===== config.mk =====
export PLATFORM = sky130hd
export DESIGN_NAME = lpmc_top
export DESIGN_NICKNAME = d
export VERILOG_FILES = /design/src/lpmc_sync.v /design/src/lpmc_boot_sel.v /design/src/lpmc_top.v
export VERILOG_INCLUDE_DIRS = /design/src
export SDC_FILE = /design/constraint.sdc
export NUM_CORES = 1
export LEC_CHECK = 0
export ABC_AREA = 1
export BUFFER_PORTS_ARGS = -buffer_cell sky130_fd_sc_hd__buf_2
export CAP_MARGIN = 20
export CELL_PAD_IN_SITES_DETAIL_PLACEMENT = 1
export CELL_PAD_IN_SITES_GLOBAL_PLACEMENT = 1
export CORE_ASPECT_RATIO = 1.1
export CORE_MARGIN = 3
export CORE_UTILIZATION = 40
export CTS_CLUSTER_DIAMETER = 30
export DETAILED_ROUTE_END_ITERATION = 12
export PLACE_DENSITY_LB_ADDON = 0.15
export SYNTH_ARGS = -nofsm -noshare
export SYNTH_HDL_FRONTEND = slang
export SYNTH_SLANG_ARGS = --single-unit

===== constraint.sdc =====
create_clock -name hclk -period 1.85 [get_ports hclk]
set_clock_uncertainty 0.1 [all_clocks]
set_input_delay 0 -clock hclk [delete_from_list [all_inputs] [get_ports hclk]]
set_output_delay 0 -clock hclk [all_outputs]
set_load 0.01 [all_outputs]

===== src/lpmc_defs.vh =====
`ifndef LPMC_DEFS_VH
`define LPMC_DEFS_VH

// register byte offsets
`define LPMC_OFF_CTRL 12'h000
`define LPMC_OFF_STAT 12'h004
`define LPMC_OFF_IRQ_STAT 12'h008
`define LPMC_OFF_IRQ_MASK 12'h00c
`define LPMC_OFF_WAKE_EN 12'h010

// control fields
`define LPMC_CTRL_MODE_LSB 0
`define LPMC_CTRL_LPREG_BIT 2
`define LPMC_CTRL_ENTER_BIT 3
`define LPMC_CTRL_RESET 32'h0000_0000

// requested mode encoding
`define LPMC_MODE_SLEEP 2'h1
`define LPMC_MODE_STOP 2'h2
`define LPMC_MODE_STANDBY 2'h3

// boot source encoding
`define LPMC_BOOT_FLASH 2'h0
`define LPMC_BOOT_SYSMEM 2'h1
`define LPMC_BOOT_SRAM 2'h2

// regulator operation encoding
`define LPMC_REG_MAIN 2'h0
`define LPMC_REG_LOWPWR 2'h1
`define LPMC_REG_OFF 2'h2

// interrupt status bits
`define LPMC_IRQ_SLEEP_WAKE 0
`define LPMC_IRQ_STOP_WAKE 1
`define LPMC_IRQ_STANDBY_EXIT 2
`define LPMC_IRQ_WIDTH 3

// timing
`define LPMC_RESET_HOLD_NS 200
`define LPMC_CLK_NS 20
`define LPMC_RESET_HOLD_CYC ((`LPMC_RESET_HOLD_NS + `LPMC_CLK_NS - 1) / `LPMC_CLK_NS)

`endif


===== src/lpmc_sync.v =====
`timescale 1ns/10ps
`include "lpmc_defs.vh"

// two-flop synchroniser for pins arriving from outside the clock domain
module lpmc_sync #(
    parameter WIDTH = 1,
    parameter [WIDTH-1:0] RESET_VAL = {WIDTH{1'b0}}
) (
    input wire hclk,
    input wire hresetn,
    input wire [WIDTH-1:0] async_in,
    output wire [WIDTH-1:0] sync_out
);

reg [WIDTH-1:0] meta_ff;
reg [WIDTH-1:0] sync_ff;

// first stage feeds only the second stage
always @(posedge hclk or negedge hresetn) begin
    if (!hresetn) begin
        meta_ff <= RESET_VAL;
        sync_ff <= RESET_VAL;
    end else begin
        meta_ff <= async_in;
        sync_ff <= meta_ff;
    end
end

assign sync_out = sync_ff;

endmodule


===== src/lpmc_boot_sel.v =====
`timescale 1ns/10ps
`include "lpmc_defs.vh"

// latches the boot source once per reset sequence
module lpmc_boot_sel (
    input wire hclk,
    input wire hresetn,
    input wire sample,
    input wire boot_select_pin,
    input wire boot_select_option,
    output wire [1:0] boot_src,
    output wire boot_valid
);

reg [1:0] boot_src_ff;
reg boot_valid_ff;
reg [1:0] nxt_boot_src;

// pin low: user flash; pin high: option picks system memory or sram
always @* begin
    if (!boot_select_pin) begin
        nxt_boot_src = `LPMC_BOOT_FLASH;
    end else if (!boot_select_option) begin
        nxt_boot_src = `LPMC_BOOT_SYSMEM;
    end else begin
        nxt_boot_src = `LPMC_BOOT_SRAM;
    end
end

// strap is caught by a clocked sample after release, never by reset
always @(posedge hclk or negedge hresetn) begin
    if (!hresetn) begin
        boot_src_ff <= `LPMC_BOOT_FLASH;
        boot_valid_ff <= 1'b0;
    end else if (sample) begin
        boot_src_ff <= nxt_boot_src;
        boot_valid_ff <= 1'b1;
    end
end

assign boot_src = boot_src_ff;
assign boot_valid = boot_valid_ff;

endmodule


===== src/lpmc_top.v =====
// The implementer's own choices: the AHB-Lite interface to the registers and the register addresses.
`timescale 1ns/10ps
`include "lpmc_defs.vh"

module lpmc_top #(
    parameter NUM_LINES = 16,
    parameter NUM_PERIPH = 8
) (
    input wire hclk,
    input wire hresetn,
    input wire hsel,
    input wire [11:0] haddr,
    input wire [1:0] htrans,
    input wire hwrite,
    input wire [2:0] hsize,
    input wire [31:0] hwdata,
    input wire hready,
    output wire [31:0] hrdata,
    output wire hreadyout,
    output wire hresp,
    output wire irq,
    input wire core_sleep_req,
    input wire [NUM_PERIPH-1:0] periph_irq,
    input wire [NUM_LINES-1:0] external_event_lines,
    input wire supply_threshold_detector,
    input wire usb_wakeup,
    input wire rtc_alarm,
    input wire [1:0] comparator_outputs,
    input wire i2c_wakeup,
    input wire usart_wakeup,
    input wire reset_pin_low,
    input wire independent_watchdog,
    input wire wakeup_pin,
    input wire boot_select_pin,
    input wire boot_select_option,
    output wire core_clk_en,
    output wire periph_clk_en,
    output wire pll_en,
    output wire internal_fast_rc_osc_en,
    output wire crystal_osc_en,
    output wire [1:0] regulator_mode,
    output wire regulator_out_oe_n,
    output wire core_power_en,
    output wire retain_en,
    output wire core_reset_n,
    output wire [1:0] boot_src,
    output wire rtc_keep_alive,
    output wire watchdog_keep_alive
);

////////////////////////////////////////////////////////////////////////////////
// state encoding
localparam [2:0] ST_BOOT = 3'h0;
localparam [2:0] ST_RUN = 3'h1;
localparam [2:0] ST_SLEEP = 3'h2;
localparam [2:0] ST_STOP = 3'h3;
localparam [2:0] ST_STANDBY = 3'h4;
// hold length worked out as a full integer, then cut to the counter width
localparam integer HOLD_FULL = `LPMC_RESET_HOLD_CYC;
localparam [7:0] HOLD_CYC = HOLD_FULL[7:0];

reg [2:0] state_ff;
reg [2:0] nxt_state;
reg [7:0] hold_cnt_ff;
reg [7:0] nxt_hold_cnt;
reg [31:0] ctrl_ff;
reg [`LPMC_IRQ_WIDTH-1:0] irq_stat_ff;
reg [`LPMC_IRQ_WIDTH-1:0] irq_mask_ff;
reg [NUM_LINES-1:0] wake_en_ff;
reg stop_lpreg_ff;
reg wk_pin_d_ff;
reg [`LPMC_IRQ_WIDTH-1:0] ev_set;

////////////////////////////////////////////////////////////////////////////////
// pin synchronisers: every off-domain input passes two flops
localparam SYNC_W = NUM_LINES + 7 + NUM_PERIPH;
wire [SYNC_W-1:0] raw_pins;
wire [SYNC_W-1:0] pins_s;

assign raw_pins = {periph_irq, usart_wakeup, i2c_wakeup, comparator_outputs, usb_wakeup,
    supply_threshold_detector, rtc_alarm, external_event_lines};

lpmc_sync #(.WIDTH(SYNC_W), .RESET_VAL({SYNC_W{1'b0}})) u_sync_ev (
    .hclk(hclk),
    .hresetn(hresetn),
    .async_in(raw_pins),
    .sync_out(pins_s)
);

// reset pin idles high, so reset value is one
wire [2:0] ctl_s;
lpmc_sync #(.WIDTH(3), .RESET_VAL(3'h4)) u_sync_ctl (
    .hclk(hclk),
    .hresetn(hresetn),
    .async_in({reset_pin_low, independent_watchdog, wakeup_pin}),
    .sync_out(ctl_s)
);

// straps are pins too; they settle long before the boot hold ends
wire [1:0] strap_s;
lpmc_sync #(.WIDTH(2), .RESET_VAL(2'h0)) u_sync_strap (
    .hclk(hclk),
    .hresetn(hresetn),
    .async_in({boot_select_pin, boot_select_option}),
    .sync_out(strap_s)
);

wire [NUM_LINES-1:0] lines_s = pins_s[NUM_LINES-1:0];
wire rtc_alarm_s = pins_s[NUM_LINES];
wire other_ev_s = |pins_s[NUM_LINES+6:NUM_LINES+1];
wire periph_ev_s = |pins_s[SYNC_W-1:NUM_LINES+7];
wire rst_pin_s = ctl_s[2];
wire wdg_s = ctl_s[1];
wire wk_pin_s = ctl_s[0];

////////////////////////////////////////////////////////////////////////////////
// wakeup conditions
wire wk_rise = wk_pin_s & ~wk_pin_d_ff;
wire stop_wake = (|(lines_s & wake_en_ff)) | rtc_alarm_s | other_ev_s;
// stop sources also wake sleep, since peripherals keep their clocks there
wire sleep_wake = periph_ev_s | stop_wake;
wire standby_exit = ~rst_pin_s | wdg_s | wk_rise | rtc_alarm_s;

// software request captured from the control register
wire enter_req = ctrl_ff[`LPMC_CTRL_ENTER_BIT] & core_sleep_req;
wire [1:0] req_mode = ctrl_ff[`LPMC_CTRL_MODE_LSB+1:`LPMC_CTRL_MODE_LSB];

// wakeup pin edge detect on the synchronised level
always @(posedge hclk or negedge hresetn) begin
    if (!hresetn) begin
        wk_pin_d_ff <= 1'b0;
    end else begin
        wk_pin_d_ff <= wk_pin_s;
    end
end

////////////////////////////////////////////////////////////////////////////////
// mode sequencer
always @* begin
    nxt_state = state_ff;
    nxt_hold_cnt = hold_cnt_ff;
    ev_set = {`LPMC_IRQ_WIDTH{1'b0}};
    case (state_ff)
        ST_BOOT: begin
            // hold core in reset, then run from the sampled boot source
            if (hold_cnt_ff == 8'h00) begin
                nxt_state = ST_RUN;
            end else begin
                nxt_hold_cnt = hold_cnt_ff - 8'h01;
            end
        end
        ST_RUN: begin
            // mode zero with enter set is refused: state stays in run
            if (enter_req) begin
                case (req_mode)
                    `LPMC_MODE_SLEEP: nxt_state = ST_SLEEP;
                    `LPMC_MODE_STOP: nxt_state = ST_STOP;
                    `LPMC_MODE_STANDBY: nxt_state = ST_STANDBY;
                    default: nxt_state = ST_RUN;
                endcase
            end
        end
        ST_SLEEP: begin
            if (sleep_wake) begin
                nxt_state = ST_RUN;
                ev_set[`LPMC_IRQ_SLEEP_WAKE] = 1'b1;
            end
        end
        ST_STOP: begin
            // registers are never reset here, so contents survive
            if (stop_wake) begin
                nxt_state = ST_RUN;
                ev_set[`LPMC_IRQ_STOP_WAKE] = 1'b1;
            end
        end
        ST_STANDBY: begin
            if (standby_exit) begin
                nxt_state = ST_BOOT;
                nxt_hold_cnt = HOLD_CYC;
                ev_set[`LPMC_IRQ_STANDBY_EXIT] = 1'b1;
            end
        end
        default: begin
            nxt_state = ST_BOOT;
            nxt_hold_cnt = HOLD_CYC;
        end
    endcase
end

always @(posedge hclk or negedge hresetn) begin
    if (!hresetn) begin
        state_ff <= ST_BOOT;
        hold_cnt_ff <= HOLD_CYC;
    end else begin
        state_ff <= nxt_state;
        hold_cnt_ff <= nxt_hold_cnt;
    end
end

// regulator choice for stop is frozen at entry
always @(posedge hclk or negedge hresetn) begin
    if (!hresetn) begin
        stop_lpreg_ff <= 1'b0;
    end else if (state_ff == ST_RUN && nxt_state == ST_STOP) begin
        stop_lpreg_ff <= ctrl_ff[`LPMC_CTRL_LPREG_BIT];
    end
end

////////////////////////////////////////////////////////////////////////////////
// boot source selection, resampled on every pass through boot
// straps are caught on the last hold cycle, at the same edge that enters run
wire boot_sample = (state_ff == ST_BOOT) && (hold_cnt_ff == 8'h00);
wire boot_valid;
lpmc_boot_sel u_boot (
    .hclk(hclk),
    .hresetn(hresetn),
    .sample(boot_sample),
    .boot_select_pin(strap_s[1]),
    .boot_select_option(strap_s[0]),
    .boot_src(boot_src),
    .boot_valid(boot_valid)
);

////////////////////////////////////////////////////////////////////////////////
// power and clock outputs
wire in_stop = (state_ff == ST_STOP);
wire in_stby = (state_ff == ST_STANDBY);

assign core_clk_en = (state_ff == ST_RUN);
assign periph_clk_en = ~in_stop & ~in_stby;
assign pll_en = ~in_stop & ~in_stby;
assign internal_fast_rc_osc_en = ~in_stop & ~in_stby;
assign crystal_osc_en = ~in_stop & ~in_stby;
// main after reset; low-power only in stop when chosen
assign regulator_mode = in_stby ? `LPMC_REG_OFF :
    (in_stop & stop_lpreg_ff) ? `LPMC_REG_LOWPWR : `LPMC_REG_MAIN;
assign regulator_out_oe_n = in_stby;
assign core_power_en = ~in_stby;
assign retain_en = in_stop;
assign core_reset_n = ~in_stby & (state_ff != ST_BOOT);
assign rtc_keep_alive = 1'b1;
assign watchdog_keep_alive = 1'b1;

////////////////////////////////////////////////////////////////////////////////
// ahb-lite slave: zero wait states, always okay
reg wr_pend_ff;
reg [11:0] addr_ff;
reg [31:0] rdata_ff;
reg [31:0] nxt_rdata;
wire acc = hsel & htrans[1] & hready;
wire wr_hit = wr_pend_ff;

// write data arrives one cycle behind its address phase
always @(posedge hclk or negedge hresetn) begin
    if (!hresetn) begin
        wr_pend_ff <= 1'b0;
        addr_ff <= 12'h000;
    end else begin
        wr_pend_ff <= acc & hwrite;
        addr_ff <= haddr;
    end
end

// read data is registered at the address phase for the data phase
always @* begin
    case (haddr)
        `LPMC_OFF_CTRL: nxt_rdata = ctrl_ff;
        `LPMC_OFF_STAT: nxt_rdata = {26'h0, boot_valid, boot_src, state_ff};
        `LPMC_OFF_IRQ_STAT: nxt_rdata = {29'h0, irq_stat_ff};
        `LPMC_OFF_IRQ_MASK: nxt_rdata = {29'h0, irq_mask_ff};
        `LPMC_OFF_WAKE_EN: nxt_rdata = {{(32-NUM_LINES){1'b0}}, wake_en_ff};
        default: nxt_rdata = 32'h0000_0000;
    endcase
end

always @(posedge hclk or negedge hresetn) begin
    if (!hresetn) begin
        rdata_ff <= 32'h0000_0000;
    end else if (acc & ~hwrite) begin
        rdata_ff <= nxt_rdata;
    end
end

// control registers; the enter bit self-clears once acted on
always @(posedge hclk or negedge hresetn) begin
    if (!hresetn) begin
        ctrl_ff <= `LPMC_CTRL_RESET;
        irq_mask_ff <= {`LPMC_IRQ_WIDTH{1'b0}};
        wake_en_ff <= {NUM_LINES{1'b1}};
    end else if (in_stby) begin
        // standby wipes core-domain state
        ctrl_ff <= `LPMC_CTRL_RESET;
        irq_mask_ff <= {`LPMC_IRQ_WIDTH{1'b0}};
        wake_en_ff <= {NUM_LINES{1'b1}};
    end else if (wr_hit) begin
        if (addr_ff == `LPMC_OFF_CTRL) begin
            ctrl_ff <= {28'h0, hwdata[3:0]};
        end
        if (addr_ff == `LPMC_OFF_IRQ_MASK) begin
            irq_mask_ff <= hwdata[`LPMC_IRQ_WIDTH-1:0];
        end
        if (addr_ff == `LPMC_OFF_WAKE_EN) begin
            wake_en_ff <= hwdata[NUM_LINES-1:0];
        end
    end else if (state_ff != ST_RUN) begin
        ctrl_ff[`LPMC_CTRL_ENTER_BIT] <= 1'b0;
    end
end

// sticky status, write one to clear; a new event wins over the clear
wire [`LPMC_IRQ_WIDTH-1:0] w1c = (wr_hit && addr_ff == `LPMC_OFF_IRQ_STAT) ?
    hwdata[`LPMC_IRQ_WIDTH-1:0] : {`LPMC_IRQ_WIDTH{1'b0}};

always @(posedge hclk or negedge hresetn) begin
    if (!hresetn) begin
        irq_stat_ff <= {`LPMC_IRQ_WIDTH{1'b0}};
    end else begin
        irq_stat_ff <= (irq_stat_ff & ~w1c) | ev_set;
    end
end

// level interrupt: any unmasked sticky bit
assign irq = |(irq_stat_ff & irq_mask_ff);
// one slave only: never stretches a transfer, never errors
assign hrdata = rdata_ff;
assign hreadyout = 1'b1;
assign hresp = 1'b0;

endmodule


==> parameters.txt <==
Parameter                              Value

Run status
  Result of the run ... finished clean

Routing
  Pre-antenna DRT Iters ... 4
  Vias ... 4356
  Via-to-Cell Ratio ... 4.75
  Routed wirelength normalized by instance count ... around 16 um
  Number of DRC markers after the initial detailed-route iteration ... approximately 240
  Post-Route WL ... about 15 mm
  Residual DRC ... 0
  Remaining number of nets flagged by the antenna check after routing ... 0

Yosys
  Seq/Total Area, Yosys ... 65.3%
  Top FF cell, synth ... dfrtp_1
  Simple-gate share of the synthesized area ... ~16%
  Post-synthesis instance area ... between 0.005 and 0.006 mm^2
  Number of warnings issued by yosys ... 0
  Post-synthesis cell count ... between 500 and 600
  Fraction of the mapped netlist area in adder cells ... under 10%
  Post-synthesis async set-or-reset flop share ... 100%
  Complex-gate fraction of the synthesized area ... 7.64%
  Count of distinct cell types in the synthesized netlist ... 38
  Avg Synthesized Cell Area ... 10.6 um^2
  Multiplexer fraction of the synthesized cell area ... less than 1%
  Largest family of logic cells by synthesized area ... simple AND/OR/NAND/NOR gates
  Number of synthesized flops with an enable pin ... 0
  Number of register bits inferred by synthesis ... around 140
  Parity-gate share of the synthesized area counting xor and xnor cells ... 0.793%

Die
  Initial core utilization ... about two fifths
  Height of the chip ... approximately 130 um
  Std-Cell Rows ... 44
  Area inside the core boundary ... approximately 0.013 mm^2
  Horiz. Die Dim ... 118 um
  I/O pin count ... between 100 and 150
  Die area ... 0.0152 mm^2

Global routing
  Antenna violations before repair ... 0
  Via count of the first global-routing pass ... a little under 5000
  First-pass GRT wire length ... 24.4 mm
  Maximum number of pins on one net before global-route repair ... 46
  Global-route usage over all layers ... about 21%
  GR Overflow Total ... 0

Power and ir drop
  Sequential group share of total power ... 44.0%
  Leak ... 3.78 nW
  Pwr Density ... ~1200 mW/mm^2
  Worst IR drop on VDD ... 0.000767 V
  Net Sw Power ... around 2.5 mW
  Clock power share ... about 38%
  Power Internal ... 6.25 mW
  Logic gate share of total power ... 18.3%
  Switching part of the total power ... approximately 29%
  Final Total Pwr ... approximately 9 mW

Clock tree
  Clk buf depth ... 2
  Library cell used as clock root buffer ... clkbuf_16
  Clock-pin slew on the worst setup and hold paths ... 0.06 ns
  TritonCTS clock tree ... done
  Maximum level of the CTS H-tree ... 4
  Clock insertion delay at the later pin of the skew report ... roughly 0.42 ns
  Number of sinks driven by the clock tree ... around 140
  TritonCTS buffer count ... 17

Timing
  Ratio of final minimum period to clock period ... between 90 and 100%
  Final setup violating endpoints ... 0
  Final Critical Period ... 1.77 ns
  Least setup slack across all paths after layout ... roughly 0.082 ns
  Maximum operating frequency ... 566 MHz
  Hold_ws ... around 0.093 ns
  Number of hold violations in the final report ... 0
  Max-slew violations ... 0

Final layout
  Fill cell count ... approximately 1500
  Nets ... 816
  Signed area change from the synthesized netlist to the final layout ... 38.5%
  FF+latch area ... between 0.003 and 0.004 mm^2
  Antenna Cells ... 0
  Final core occ ... roughly 57%
  Final std cells w/o fill ... between 900 and 1000
  Area taken by multi-input logic gates ... 0.00160 mm^2
  Fraction of final layout cells sized beyond drive strength 1 ... 27.4%

Placed design
  Final GP Congestion ... roughly 0.92
  Worst slack, placed ... 0.0324 ns
  Count of input and output buffers ... 100
  Hpwl dp ... 9.82 mm
  Placed Cells incl. Taps ... between 800 and 900

Hold path
  Class of the worst hold path ... primary input to flop

Setup path
  Worst setup SP type ... flop
  Critical Setup Path Class ... flop to output port
  Worst setup EP type ... output port
  Critical Path RT ... 1.75 ns
  Critical path peak fanout ... 16
  Worst path arrival time ... between 1.5 and 2 ns

Flow run
  Maxcap violations ... 0
==> state kept, by name, summed over array words and instances, names as in the netlist, 2 cells and up <==
name and cells:
addr_ff 12, ctrl_ff 4, hold_cnt_ff 8, hrdata 16, irq_mask_ff 3, irq_stat_ff 3
state_ff 3, u_boot.boot_src 2, u_sync_ctl.meta_ff 3, u_sync_ctl.sync_out 3, u_sync_ev.meta_ff 31, u_sync_ev.sync_out 31
u_sync_strap.meta_ff 2, u_sync_strap.sync_out 2, wake_en_ff 16
==> worst max-delay path, stage by stage, from the launching register on <==
cell     delay [ns]
dfrtp_1        0.44
nor2_4         0.18
nand2_4        0.12
inv_1          0.11
buf_6          0.20
nor2_4         0.06
buf_2          0.14
==> timing repair <==
item / in CTS / in global routing
setup endpoints to repair: 6 / 21
gates cloned: 0 / 1
setup buffers: 0 / 3
gates resized for setup: 4 / 14
hold endpoints to repair: 211 / 0
pin swaps: 0 / 5
hold buffers: 69 / 0
==> layer usage <==
metal	global-route usage (%)	vias to the layer above	share of wire, %	wire length [um]
li1	-	2055	-	-
met1	23.7	2147	40	5960
met2	38.0	125	53	8010
met3	4.45	29	4.5	680
met4	8.55	0	2.3	347
met5	0	-	0	0
==> synth_stat cells (2+ instances only) <==
library cell / instances / share of area [%]
nand4_1: 11 / 1.2
nor2_4: 2 / 0.41
nor2_1: 39 / 2.7
ha_1: 5 / 1.1
buf_4: 25 / 3.4
nor3b_1: 3 / 0.41
inv_1: 55 / 3.7
nand3b_1: 2 / 0.27
o22ai_1: 6 / 0.68
nand2_2: 3 / 0.34
clkbuf_1: 5 / 0.34
nor3_2: 2 / 0.36
o31ai_1: 11 / 1.5
o21ai_1: 3 / 0.27
xor2_1: 4 / 0.63
inv_2: 3 / 0.20
dfrtp_1: 123 / 56
nor3_1: 7 / 0.63
conb_1: 2 / 0.14
o21ai_0: 48 / 4.4
nor4_1: 2 / 0.23
nand3_1: 29 / 2.6
nand2_1: 96 / 6.5
mux2i_1: 3 / 0.54
dfstp_2: 20 / 9.5
==> placed cells by master (no fill, tap or decap), drive strengths merged <==
| master | Yosys | final |
|---|---|---|
| inv | 58 | 61 |
| clkbuf | 5 | 19 |
| xor2 | 4 | 4 |
| dfrtp | 123 | 123 |
| dfstp | 20 | 20 |
| o211ai | 1 | 1 |
| nor3b | 3 | 3 |
| mux2i | 3 | 3 |
| o31ai | 11 | 11 |
| clkinvlp | 0 | 5 |
| a21oi | 1 | 1 |
| o21ai | 52 | 53 |
| conb | 2 | 20 |
| nand3b | 2 | 2 |
| xnor2 | 1 | 1 |
| dlygate4sd3 | 0 | 69 |
| nor4 | 2 | 2 |
| nand4 | 11 | 11 |
| a22o | 1 | 1 |
| nor2 | 42 | 42 |
| ha | 5 | 5 |
| clkinv | 1 | 4 |
| nand3 | 30 | 30 |
| o22ai | 6 | 6 |
| or2 | 1 | 1 |
| nor3 | 10 | 10 |
| nand2 | 99 | 99 |
| o221ai | 1 | 1 |
| buf | 27 | 123 |
| bufinv | 0 | 2 |
==> path summary, 6_finish.rpt <==
kind                            cells after the start  slack, ns             startpoint                 endpoint
worst min register to register                      0       0.24  u_sync_ev.meta_ff[22]   u_sync_ev.sync_out[22]
worst max register to register                      9       0.12         hold_cnt_ff[1]           hold_cnt_ff[2]
max in group asynchronous                           4       0.44                hresetn            wake_en_ff[8]
min in group asynchronous                           3       0.53                hresetn           hold_cnt_ff[6]
worst min-delay path                                6       0.09              htrans[1]                hrdata[0]
worst max-delay path                                6       0.08            state_ff[0]  internal_fast_rc_osc_en
==> stage by stage <==
| step | instance area, um^2 | TNS, ns |
|---|---|---|
| after CTS | 7560 | 0 |
| final | 7640 | 0 |
| after global placement | 6290 | 0 |
| after floorplan | 5590 | 0 |
| after global routing | 7640 | -0.000673 |
| after detailed placement | 6290 | 0 |
==> cell type report <==
cell class	count	area share, %
flip-flops and latches	143	47.2
repair buffers	192	18.5
clock buffers	19	5.66
clock inverters	13	1.82
multi-input cells	307	21.0
inverters	59	2.90
well taps	184	3.01
==> power groups by stage <==
stage / registers [mW] / clock network [mW] / logic [mW]
floorplan: 3.85 / 0 / 0.949
global placement: 3.90 / 0 / 1.34
detailed placement: 3.92 / 0 / 1.40
CTS: 3.87 / 3.40 / 1.53
global route: 3.93 / 3.52 / 1.83
finish: 3.87 / 3.32 / 1.61
==> cells by family (layout without fill, tap and decap cells) <==
logic type      count (synthesis)  in the layout
flops                         143            143
buf+inv                        91            283
other cells                     2             20
xor+xnor                        5              5
simple gates                  200            200
fa+ha+maj                       5              5
compound gates                 73             74
mux                             3              3
(Power assumes the default switching activity.)
